--- src/design/pcc_params.svh ---
`ifndef PCC_PARAMS_SVH
`define PCC_PARAMS_SVH

// ****************************************
// clock and character framing
// ****************************************
`define PCC_CLK_MHZ          40
`define PCC_BIT_START        1'b0
`define PCC_BIT_STOP         1'b1
`define PCC_CHAR_LAST        4'h8

// ****************************************
// opcodes
// ****************************************
`define PCC_OP_TRIG_A        8'hB1
`define PCC_OP_TRIG_B        8'h55
`define PCC_OP_TRIG_C        8'hC9
`define PCC_OP_TRIG_D        8'h2D
`define PCC_OP_GLOBAL_RESET  8'hD2
`define PCC_OP_MATRIX_RESET  8'hE4
`define PCC_OP_TEST_PULSE    8'h78
`define PCC_OP_BC_RESET      8'h36
`define PCC_OP_RO_RESET      8'h63
`define PCC_OP_WRITE         8'h9C
`define PCC_OP_READ          8'h4E

// ****************************************
// identifiers, roles, response timing
// ****************************************
`define PCC_MCAST_TAG        4'hF
`define PCC_ROLE_INNER       3'h0
`define PCC_ID_LAST          4'h8
`define PCC_TURN_LAST        4'h4
`define PCC_RESP_COUNT       2'h3
`define PCC_RX_QUIET         4'h1

`endif

--- src/design/pcc_pkg.sv ---
package pcc_pkg;

  // ****************************************
  // carriers
  // ****************************************
  typedef struct packed {
    logic       valid;
    logic [7:0] data;
  } pcc_char_t;

  typedef struct packed {
    logic trigger;
    logic global_reset_cmd;
    logic matrix_reset_cmd;
    logic test_pulse;
    logic bunch_counter_reset_cmd;
    logic readout_reset_cmd;
  } pcc_cmd_t;

  typedef struct packed {
    logic        strobe;
    logic [15:0] addr;
    logic [15:0] data;
  } pcc_wr_t;

  typedef struct packed {
    logic        strobe;
    logic [15:0] addr;
  } pcc_rd_t;

  // ****************************************
  // states
  // ****************************************
  typedef enum logic [3:0] {
    S_OPCODE, S_WR_ID, S_WR_ADDR_LO, S_WR_ADDR_HI, S_WR_DATA_LO, S_WR_DATA_HI,
    S_RD_ID, S_RD_ADDR_LO, S_RD_ADDR_HI, S_RD_WAIT, S_TURN, S_RESP
  } pcc_state_t;

  typedef struct packed {
    logic      sync1;
    logic      sync2;
    logic      busy;
    logic [3:0] cnt;
    logic [7:0] shift;
    pcc_char_t ch;
    logic      frame_err;
  } pcc_rx_st_t;

  typedef struct packed {
    logic       busy;
    logic [3:0] cnt;
    logic [8:0] shift;
    logic       line;
  } pcc_tx_st_t;

  typedef struct packed {
    pcc_state_t  st;
    logic [6:0]  gid1;
    logic [6:0]  gid2;
    logic        role_inner;
    logic        id_in_range;
    logic        local_bus_en;
    logic        sel;
    logic [15:0] addr;
    logic [15:0] data;
    pcc_cmd_t    cmd;
    pcc_wr_t     wr;
    pcc_rd_t     rd;
    logic        drive;
    logic [3:0]  turn;
    logic [1:0]  idx;
    logic        tx_send;
    logic [7:0]  tx_byte;
  } pcc_top_st_t;

endpackage : pcc_pkg

--- src/design/pcc_char_rx.sv ---
`timescale 1ns/1ps
`default_nettype none
`include "pcc_params.svh"

module pcc_char_rx
  import pcc_pkg::*;
(
  input  wire logic      ref_clk,
  input  wire logic      resetn,
  input  wire logic      line_in,
  input  wire logic      rx_enable,
  output var  pcc_char_t rx_char,
  output var  logic      frame_err
);

  pcc_rx_st_t s;
  pcc_rx_st_t next_s;

  // ****************************************
  // character framing
  // ****************************************
  always_comb begin
    next_s           = s;
    next_s.sync1     = line_in;
    next_s.sync2     = s.sync1;
    next_s.ch.valid  = 1'b0;
    next_s.frame_err = 1'b0;
    if (!s.busy) begin
      if (rx_enable && s.sync2 == `PCC_BIT_START) begin
        next_s.busy = 1'b1;
        next_s.cnt  = 4'h0;
      end
    end else if (s.cnt != `PCC_CHAR_LAST) begin
      next_s.shift = {s.sync2, s.shift[7:1]};
      next_s.cnt   = s.cnt + 4'h1;
    end else begin
      next_s.busy = 1'b0;
      if (s.sync2 == `PCC_BIT_STOP) begin
        next_s.ch.valid = 1'b1;
        next_s.ch.data  = s.shift;
      end else begin
        next_s.frame_err = 1'b1;
      end
    end
  end

  always_ff @(posedge ref_clk or negedge resetn) begin
    if (!resetn) begin
      s <= '{sync1: 1'b1, sync2: 1'b1, default: '0};
    end else begin
      s <= next_s;
    end
  end

  assign rx_char   = s.ch;
  assign frame_err = s.frame_err;

  // ****************************************
  // checks
  // ****************************************
  property p_rx_stop;
    @(posedge ref_clk) disable iff (!resetn)
    rx_char.valid |-> ($past(s.sync2) == `PCC_BIT_STOP) && ($past(s.cnt) == `PCC_CHAR_LAST);
  endproperty
  a_rx_stop: assert property (p_rx_stop) else $error("char without stop bit");

  property p_rx_length;
    @(posedge ref_clk) disable iff (!resetn)
    (!s.busy && rx_enable && !s.sync2) |=> s.busy ##8 (s.busy && s.cnt == `PCC_CHAR_LAST);
  endproperty
  a_rx_length: assert property (p_rx_length) else $error("char length wrong");

endmodule : pcc_char_rx

`default_nettype wire

--- src/design/pcc_char_tx.sv ---
`timescale 1ns/1ps
`default_nettype none
`include "pcc_params.svh"

module pcc_char_tx
  import pcc_pkg::*;
(
  input  wire logic       ref_clk,
  input  wire logic       resetn,
  input  wire logic       send,
  input  wire logic [7:0] send_byte,
  output var  logic       busy,
  output var  logic       line_out
);

  pcc_tx_st_t s;
  pcc_tx_st_t next_s;

  // ****************************************
  // character serializer
  // ****************************************
  always_comb begin
    next_s      = s;
    next_s.line = `PCC_BIT_STOP;
    if (!s.busy) begin
      if (send) begin
        next_s.line  = `PCC_BIT_START;
        next_s.shift = {`PCC_BIT_STOP, send_byte};
        next_s.cnt   = 4'h0;
        next_s.busy  = 1'b1;
      end
    end else begin
      next_s.line  = s.shift[0];
      next_s.shift = {`PCC_BIT_STOP, s.shift[8:1]};
      next_s.cnt   = s.cnt + 4'h1;
      if (s.cnt == `PCC_CHAR_LAST) begin
        next_s.busy = 1'b0;
      end
    end
  end

  always_ff @(posedge ref_clk or negedge resetn) begin
    if (!resetn) begin
      s <= '{line: 1'b1, default: '0};
    end else begin
      s <= next_s;
    end
  end

  assign busy     = s.busy;
  assign line_out = s.line;

  // ****************************************
  // checks
  // ****************************************
  property p_tx_frame;
    @(posedge ref_clk) disable iff (!resetn)
    (send && !s.busy) |=> (!line_out && busy) ##9 line_out;
  endproperty
  a_tx_frame: assert property (p_tx_frame) else $error("tx framing wrong");

endmodule : pcc_char_tx

`default_nettype wire

--- src/design/pcc_control_port.sv ---
// Notes on behaviour
// - characters: start bit 0, eight bits lsb first, stop bit 1
// - accesses carry a 16-bit address and 16-bit data
// - write body: address low, address high, data low, data high
// - opcode 9C starts a write; unicast or multicast identifier follows
// - opcodes B1, 55, C9, 2D are triggers, decoded on a fast path
// - opcode D2 resets the whole chip
// - opcode E4 resets the pixel matrix
// - opcode 78 issues a test pulse to the matrix
// - opcode 36 clears the bunch counter
// - opcode 63 resets the readout units
// - upper three identifier pins choose the role; zero means inner chip
// - lower four identifier pins give stave position; unicast match compares all seven pins
// - inner chips use only the differential port; local bus unused
// - nine chips share one line, each with consecutive identifier
// - identifiers run from first code to last code, one per position
// - port serves register access and trigger/broadcast distribution
// - the line is half duplex; one party drives at a time
// - control logic runs on the 40 MHz main clock
`timescale 1ns/1ps
`default_nettype none
`include "pcc_params.svh"

module pcc_control_port
  import pcc_pkg::*;
(
  input  wire logic        ref_clk,
  input  wire logic        resetn,
  input  wire logic        diff_control_line_in,
  output var  logic        diff_control_line_out,
  output var  logic        diff_control_line_oe,
  input  wire logic [6:0]  geo_id_pins,
  input  wire logic        rd_ack,
  input  wire logic [15:0] rd_data,
  output var  pcc_cmd_t    cmd,
  output var  pcc_wr_t     wr,
  output var  pcc_rd_t     rd_req,
  output var  logic        role_inner,
  output var  logic        id_in_range,
  output var  logic        local_bus_en,
  output var  logic        framing_error
);

  pcc_top_st_t s;
  pcc_top_st_t next_s;
  pcc_char_t   rx_char;
  logic        rx_ferr;
  logic        tx_busy;
  logic        tx_line;

  // ****************************************
  // decode helpers
  // ****************************************
  function automatic logic is_trigger(input logic [7:0] op);
    is_trigger = (op == `PCC_OP_TRIG_A) || (op == `PCC_OP_TRIG_B) ||
                 (op == `PCC_OP_TRIG_C) || (op == `PCC_OP_TRIG_D);
  endfunction : is_trigger

  function automatic logic id_selects(input logic [7:0] id, input logic [6:0] gid,
                                      input logic allow_mcast);
    id_selects = (id[6:0] == gid) || (allow_mcast && id[7:4] == `PCC_MCAST_TAG);
  endfunction : id_selects

  function automatic logic [7:0] resp_byte(input logic [1:0] idx, input logic [6:0] gid,
                                           input logic [15:0] data);
    if (idx == 2'h0) begin
      resp_byte = {1'b0, gid};
    end else if (idx == 2'h1) begin
      resp_byte = data[7:0];
    end else begin
      resp_byte = data[15:8];
    end
  endfunction : resp_byte

  // ****************************************
  // line receiver and transmitter
  // ****************************************
  // receiver off while driving and just after
  pcc_char_rx u_rx (
    .ref_clk   (ref_clk),
    .resetn    (resetn),
    .line_in   (diff_control_line_in),
    .rx_enable (!s.drive && (s.turn == 4'h0)),
    .rx_char   (rx_char),
    .frame_err (rx_ferr)
  );

  pcc_char_tx u_tx (
    .ref_clk   (ref_clk),
    .resetn    (resetn),
    .send      (s.tx_send),
    .send_byte (s.tx_byte),
    .busy      (tx_busy),
    .line_out  (tx_line)
  );

  // ****************************************
  // transaction decoder
  // ****************************************
  always_comb begin
    next_s            = s;
    next_s.gid1       = geo_id_pins;
    next_s.gid2       = s.gid1;
    next_s.role_inner = (s.gid2[6:4] == `PCC_ROLE_INNER);
    next_s.id_in_range = (s.gid2[3:0] <= `PCC_ID_LAST);
    // local bus off for inner chip
    next_s.local_bus_en = (s.gid2[6:4] != `PCC_ROLE_INNER);
    if (!s.drive && s.turn != 4'h0) begin
      next_s.turn = s.turn - 4'h1;
    end
    next_s.cmd        = '0;
    next_s.wr.strobe  = 1'b0;
    next_s.rd.strobe  = 1'b0;
    case (s.st)
      S_OPCODE: begin
        if (rx_char.valid) begin
          if (is_trigger(rx_char.data)) begin
            next_s.cmd.trigger = 1'b1;
          end else if (rx_char.data == `PCC_OP_GLOBAL_RESET) begin
            next_s.cmd.global_reset_cmd = 1'b1;
          end else if (rx_char.data == `PCC_OP_MATRIX_RESET) begin
            next_s.cmd.matrix_reset_cmd = 1'b1;
          end else if (rx_char.data == `PCC_OP_TEST_PULSE) begin
            next_s.cmd.test_pulse = 1'b1;
          end else if (rx_char.data == `PCC_OP_BC_RESET) begin
            next_s.cmd.bunch_counter_reset_cmd = 1'b1;
          end else if (rx_char.data == `PCC_OP_RO_RESET) begin
            next_s.cmd.readout_reset_cmd = 1'b1;
          end else if (rx_char.data == `PCC_OP_WRITE) begin
            next_s.st = S_WR_ID;
          end else if (rx_char.data == `PCC_OP_READ) begin
            next_s.st = S_RD_ID;
          end
        end
      end
      S_WR_ID: begin
        if (rx_char.valid) begin
          next_s.sel = id_selects(rx_char.data, s.gid2, 1'b1);
          next_s.st  = S_WR_ADDR_LO;
        end
      end
      S_WR_ADDR_LO: begin
        if (rx_char.valid) begin
          next_s.addr[7:0] = rx_char.data;
          next_s.st        = S_WR_ADDR_HI;
        end
      end
      S_WR_ADDR_HI: begin
        if (rx_char.valid) begin
          next_s.addr[15:8] = rx_char.data;
          next_s.st         = S_WR_DATA_LO;
        end
      end
      S_WR_DATA_LO: begin
        if (rx_char.valid) begin
          next_s.data[7:0] = rx_char.data;
          next_s.st        = S_WR_DATA_HI;
        end
      end
      S_WR_DATA_HI: begin
        if (rx_char.valid) begin
          next_s.wr.strobe = s.sel;
          next_s.wr.addr   = s.addr;
          next_s.wr.data   = {rx_char.data, s.data[7:0]};
          next_s.st        = S_OPCODE;
        end
      end
      S_RD_ID: begin
        if (rx_char.valid) begin
          next_s.sel = id_selects(rx_char.data, s.gid2, 1'b0);
          next_s.st  = S_RD_ADDR_LO;
        end
      end
      S_RD_ADDR_LO: begin
        if (rx_char.valid) begin
          next_s.addr[7:0] = rx_char.data;
          next_s.st        = S_RD_ADDR_HI;
        end
      end
      S_RD_ADDR_HI: begin
        if (rx_char.valid) begin
          next_s.rd.strobe = s.sel;
          next_s.rd.addr   = {rx_char.data, s.addr[7:0]};
          next_s.st        = s.sel ? S_RD_WAIT : S_OPCODE;
        end
      end
      S_RD_WAIT: begin
        if (rd_ack) begin
          next_s.data  = rd_data;
          next_s.drive = 1'b1;
          next_s.turn  = 4'h0;
          next_s.st    = S_TURN;
        end
      end
      S_TURN: begin
        next_s.turn = s.turn + 4'h1;
        if (s.turn == `PCC_TURN_LAST) begin
          next_s.idx = 2'h0;
          next_s.st  = S_RESP;
        end
      end
      S_RESP: begin
        if (s.tx_send) begin
          next_s.tx_send = 1'b0;
        end else if (!tx_busy) begin
          if (s.idx == `PCC_RESP_COUNT) begin
            next_s.drive = 1'b0;
            next_s.turn  = `PCC_RX_QUIET;
            next_s.st    = S_OPCODE;
          end else begin
            next_s.tx_send = 1'b1;
            next_s.tx_byte = resp_byte(s.idx, s.gid2, s.data);
            next_s.idx     = s.idx + 2'h1;
          end
        end
      end
      default: begin
        next_s.st = S_OPCODE;
      end
    endcase
    if (rx_ferr && !s.drive) begin
      next_s.st = S_OPCODE;
    end
  end

  always_ff @(posedge ref_clk or negedge resetn) begin
    if (!resetn) begin
      s <= '0;
    end else begin
      s <= next_s;
    end
  end

  assign cmd                   = s.cmd;
  assign wr                    = s.wr;
  assign rd_req                = s.rd;
  assign role_inner            = s.role_inner;
  assign id_in_range           = s.id_in_range;
  assign local_bus_en          = s.local_bus_en;
  assign diff_control_line_oe  = s.drive;
  assign diff_control_line_out = tx_line;
  assign framing_error         = rx_ferr;

  // ****************************************
  // checks
  // ****************************************
  property p_trigger_fast;
    @(posedge ref_clk) disable iff (!resetn)
    (s.st == S_OPCODE && rx_char.valid && is_trigger(rx_char.data)) |=> cmd.trigger;
  endproperty
  a_trigger_fast: assert property (p_trigger_fast) else $error("trigger missed");

  property p_global_reset;
    @(posedge ref_clk) disable iff (!resetn)
    cmd.global_reset_cmd |-> $past(rx_char.data) == `PCC_OP_GLOBAL_RESET && !cmd.trigger;
  endproperty
  a_global_reset: assert property (p_global_reset) else $error("bad global reset");

  property p_matrix_reset;
    @(posedge ref_clk) disable iff (!resetn)
    (s.st == S_OPCODE && rx_char.valid && rx_char.data == `PCC_OP_MATRIX_RESET)
      |=> cmd.matrix_reset_cmd ##1 !cmd.matrix_reset_cmd;
  endproperty
  a_matrix_reset: assert property (p_matrix_reset) else $error("matrix reset wrong");

  property p_test_pulse;
    @(posedge ref_clk) disable iff (!resetn)
    cmd.test_pulse |-> $past(s.st) == S_OPCODE && $past(rx_char.data) == `PCC_OP_TEST_PULSE;
  endproperty
  a_test_pulse: assert property (p_test_pulse) else $error("bad test pulse");

  property p_bc_reset;
    @(posedge ref_clk) disable iff (!resetn)
    (s.st == S_OPCODE && rx_char.valid && rx_char.data == `PCC_OP_BC_RESET)
      |=> cmd.bunch_counter_reset_cmd;
  endproperty
  a_bc_reset: assert property (p_bc_reset) else $error("bunch counter clear missed");

  property p_ro_reset;
    @(posedge ref_clk) disable iff (!resetn)
    cmd.readout_reset_cmd |-> $past(rx_char.data) == `PCC_OP_RO_RESET;
  endproperty
  a_ro_reset: assert property (p_ro_reset) else $error("bad readout reset");

  property p_write_order;
    @(posedge ref_clk) disable iff (!resetn)
    wr.strobe |-> $past(s.st) == S_WR_DATA_HI && $past(rx_char.data) == wr.data[15:8]
                  && $past(s.sel);
  endproperty
  a_write_order: assert property (p_write_order) else $error("write order wrong");

  property p_read_unicast;
    @(posedge ref_clk) disable iff (!resetn)
    rd_req.strobe |-> $past(s.st) == S_RD_ADDR_HI && $past(s.sel) && s.st == S_RD_WAIT;
  endproperty
  a_read_unicast: assert property (p_read_unicast) else $error("read not selected");

  property p_half_duplex;
    @(posedge ref_clk) disable iff (!resetn)
    diff_control_line_oe |-> !rx_char.valid;
  endproperty
  a_half_duplex: assert property (p_half_duplex) else $error("rx while driving");

  property p_turnaround;
    @(posedge ref_clk) disable iff (!resetn)
    (s.st == S_RD_WAIT && rd_ack) |=> (diff_control_line_oe && diff_control_line_out) [*5];
  endproperty
  a_turnaround: assert property (p_turnaround) else $error("turnaround not idle");

  property p_role_bus;
    @(posedge ref_clk) disable iff (!resetn)
    (s.gid2[6:4] == `PCC_ROLE_INNER) [*2] |=> !local_bus_en;
  endproperty
  a_role_bus: assert property (p_role_bus) else $error("local bus on in inner role");

endmodule : pcc_control_port

`default_nettype wire

--- config.mk ---
export PLATFORM = sky130hd
export DESIGN_NAME = pcc_control_port
export DESIGN_NICKNAME = d
export VERILOG_FILES = /design/src/design/pcc_pkg.sv /design/src/design/pcc_char_rx.sv /design/src/design/pcc_char_tx.sv /design/src/design/pcc_control_port.sv
export VERILOG_INCLUDE_DIRS = /design/src /design/src/design
export SDC_FILE = /design/constraint.sdc
export NUM_CORES = 1
export LEC_CHECK = 0
export BUFFER_PORTS_ARGS = -buffer_cell sky130_fd_sc_hd__clkbuf_2
export CORE_ASPECT_RATIO = 2
export CORE_UTILIZATION = 50
export CTS_CLUSTER_SIZE = 10
export DETAILED_ROUTE_END_ITERATION = 8
export HOLD_SLACK_MARGIN = 0.02
export PLACE_DENSITY = 0.69
export SLEW_MARGIN = 20
export SYNTH_ARGS = -nofsm -noshare
export SYNTH_HDL_FRONTEND = slang
export SYNTH_SLANG_ARGS = --single-unit
--- constraint.sdc ---
create_clock -name ref_clk -period 2.1 [get_ports ref_clk]
set_clock_uncertainty 0.1 [all_clocks]
set_input_delay 0.105 -clock ref_clk [delete_from_list [all_inputs] [get_ports ref_clk]]
set_output_delay 0.105 -clock ref_clk [all_outputs]
set_load 0.005 [all_outputs]
==> results_dict.tcl <==
set metrics [dict create \
    routed_via_density 5.38 \
    top_layer "met4" \
    reg2reg_from "s[125]$_DFFE_PN0P_" \
    grt_pass1_vias 5379 \
    final_area_um2 8790 \
    numCtsBuffers 17 \
    place_ws_ps 121 \
    powerDensity_nw_per_um2 738 \
    wirelength_um 17000 \
    synth_top_area_share 0.542 \
    synth_area_per_cell_um2 11.5 \
    antenna_found_initial 0 \
    synth_cells 653 \
    cp-start-kind "flip-flop" \
    met3_length_um 602 \
    dieHeight_um 175 \
    area_delta_synth_final_pct 16.8 \
    hp-class "input port to asynchronous set/reset pin" \
    synth-edff-count 0 \
    postRouteAntennaNets 0 \
    drive_gt1_frac 0.326 \
    worst_setup_path_end_kind "flip-flop" \
    slew_violations 0 \
    ys_async_sr_fraction 1.00 \
    route.detailed.drc 0 \
    drt_iter0_markers 279 \
    worst_slack_ps 124 \
    synth-seq-cells 166 \
    max_freq_mhz 506 \
    routedWlPerCell_um 18.1 \
    root_buffer "clkbuf_16" \
    num_antenna_cells 0 \
    place.gp.congestion 0.884 \
    rows 63 \
    vdd_drop_max_mv 0.636 \
    firstDrtPassIters 6 \
    num_vias 5038 \
    synthTopCellsByArea "dfrtp_1 (54%), mux2_2 (11%), buf_4 (5.8%)" \
    grt_pass1_wl_um 27100 \
    wl_met2_um 9420 \
    wl_met1_um 6260 \
    syn_nets 689 \
    grt_use_total 0.235 \
    cts_tree "yes" \
    yosysSeqAreaShare 0.553 \
    worst_ep_arrival_time_ps 2200 \
    worstPathMaxFanout 21 \
    synth.largest_area_cell "dfrtp_1" \
    clk_latency_ps 430 \
    post_cts_buffers 0 \
    clock-sinks 166 \
    hpwlAfterDp_um 11500 \
    worst_slew_pin_slew_ps 789 \
    cts.clk_slew.worst_paths_ps 70 \
    grt_overflow 0 \
    hold-worst-slack_ps 97.1 \
    crit_start "s[125]$_DFFE_PN0P_" \
    stdcell_count 937 \
    finalCriticalPeriod_ps 1980 \
    grt_max_degree 81 \
    setup_tns_ps 0 \
    final-hold-violation-count 0 \
    synth_top_flop_cell "dfrtp_1" \
    rsz0062_at_grt "false" \
    setup_viol 0 \
    syn_area_um2 7520 \
    cap_violations 0 \
    slew_headroom 0.472 \
    status "completed" \
    port_buffers 88 \
    final_nets 765 \
    cts.path.max_buffers 2 \
    dp_cells 878 \
    core_um2 14700 \
    cts_max_level 4 \
    dieArea_um2 15600 \
    initial_core_util 0.510 \
    p_leak_nw 4.29 \
    pin_count 89 \
    die_x_um 88.7 \
    required_ps 2330 \
    dpl_cell_area_um2 7910 \
    worstSetupPathType "flip-flop to flip-flop" \
    netlist-cell-type-count 62 \
    yosysWarnings 0 \
    p_total_mw 6.49 \
    min_period_over_period 0.941 \
    post-route-util 0.596 \
]
==> worst max-delay path: stages (launching register included) <==
cell and delay (ps):
dfrtp_1 490, nor2b_1 210, nand3_1 130, or4_1 440, buf_4 220, o31ai_1 270
==> sequential cells by signal (all words and copies together), names as in the netlist <==
| signal | cells |
|---|---|
| u_tx.s | 13 |
| u_tx.line_out | 1 |
| u_rx.rx_char | 9 |
| next_s | 7 |
| u_rx.frame_err | 1 |
| role_inner | 1 |
| local_bus_en | 1 |
| cmd | 6 |
| u_rx.next_s | 1 |
| s | 59 |
| u_tx.busy | 1 |
| rd_req | 17 |
| id_in_range | 1 |
| u_rx.s | 14 |
| diff_control_line_oe | 1 |
| wr | 33 |
==> area by class of cell <==
| class | instances | area, µm² |
|---|---|---|
| Tap cell | 195 | 244 |
| Sequential cell | 166 | 4160 |
| Timing Repair Buffer | 145 | 980 |
| Fill cell | 1174 | 5950 |
| Inverter | 15 | 56.3 |
| Multi-Input combinational cell | 384 | 2750 |
| Clock buffer | 17 | 425 |
| Clock inverter | 15 | 178 |
==> layer usage <==
metal,vias to the layer above,GRT usage
li1,2342,-
met1,2517,0.242
met2,133,0.426
met3,46,0.0498
met4,0,0.126
met5,-,0
==> power breakdown <==
| group | switching, mW | internal (mW) | total (mW) | leakage [nW] |
|---|---|---|---|---|
| combinational | 0.0867 | 0.0674 | 0.154 | 1.75 |
| sequential | 0.0143 | 3.21 | 3.23 | 2.25 |
| clock | 1.50 | 1.61 | 3.10 | 0.283 |
==> layout by cell type, fill, tap and decap left out, drive strengths merged, types with 7 or more instances in the layout <==
| cell type | count |
|---|---|
| mux2i | 27 |
| dfrtp | 163 |
| nand2 | 80 |
| mux2 | 73 |
| o21ai | 25 |
| ha | 9 |
| xor2 | 7 |
| clkinv | 7 |
| buf | 31 |
| clkbuf | 104 |
| inv | 20 |
| nor2 | 33 |
| nand3 | 18 |
| a21oi | 30 |
| dlygate4sd3 | 27 |
==> timing repair <==
action / CTS / global route
endpoints found under the hold margin: 189 / 0
setup endpoints to repair: 0 / 3
hold buffers: 27 / 0
resized for setup: 0 / 3
==> final timing paths <==
kind	to	slack [ps]	cells after the start
setup / recovery	s[7]$_DFFE_PN0P_	120	5
setup reg to reg	s[7]$_DFFE_PN0P_	120	5
hold reg to reg	s[110]$_DFF_PN0_	260	0
max in group asynchronous	s[1]$_DFFE_PN0P_	600	3
min in group ref_clk	u_rx.next_s[23]$_DFF_PN1_	210	2
hold / removal	u_tx.line_out$_DFF_PN1_	100	2
==> synth_stat cells (3+ instances only) <==
| cell | number |
|---|---|
| o31ai_1 | 3 |
| xor2_1 | 7 |
| o21ai_1 | 9 |
| buf_4 | 58 |
| inv_1 | 14 |
| a21oi_1 | 29 |
| dfstp_2 | 3 |
| nand2_1 | 80 |
| dfrtp_1 | 163 |
| nor2b_1 | 6 |
| buf_2 | 13 |
| mux2_2 | 73 |
| ha_1 | 9 |
| nor3b_1 | 3 |
| nor4bb_1 | 4 |
| xnor2_1 | 5 |
| a22o_1 | 4 |
| nand3_1 | 17 |
| o21ai_0 | 16 |
| mux2i_1 | 27 |
| clkbuf_1 | 17 |
| nand2b_1 | 5 |
| nor2_1 | 31 |
| nor3_1 | 4 |
==> cells by family after synthesis <==
| family | share of synthesized area |
|---|---|
| simple gates | 0.125 |
| flops | 0.553 |
| mux | 0.145 |
| compound gates | 0.0659 |
| buf+inv | 0.0825 |
| xor+xnor | 0.0140 |
| fa+ha+maj | 0.0150 |
(Power assumes the default switching activity.)
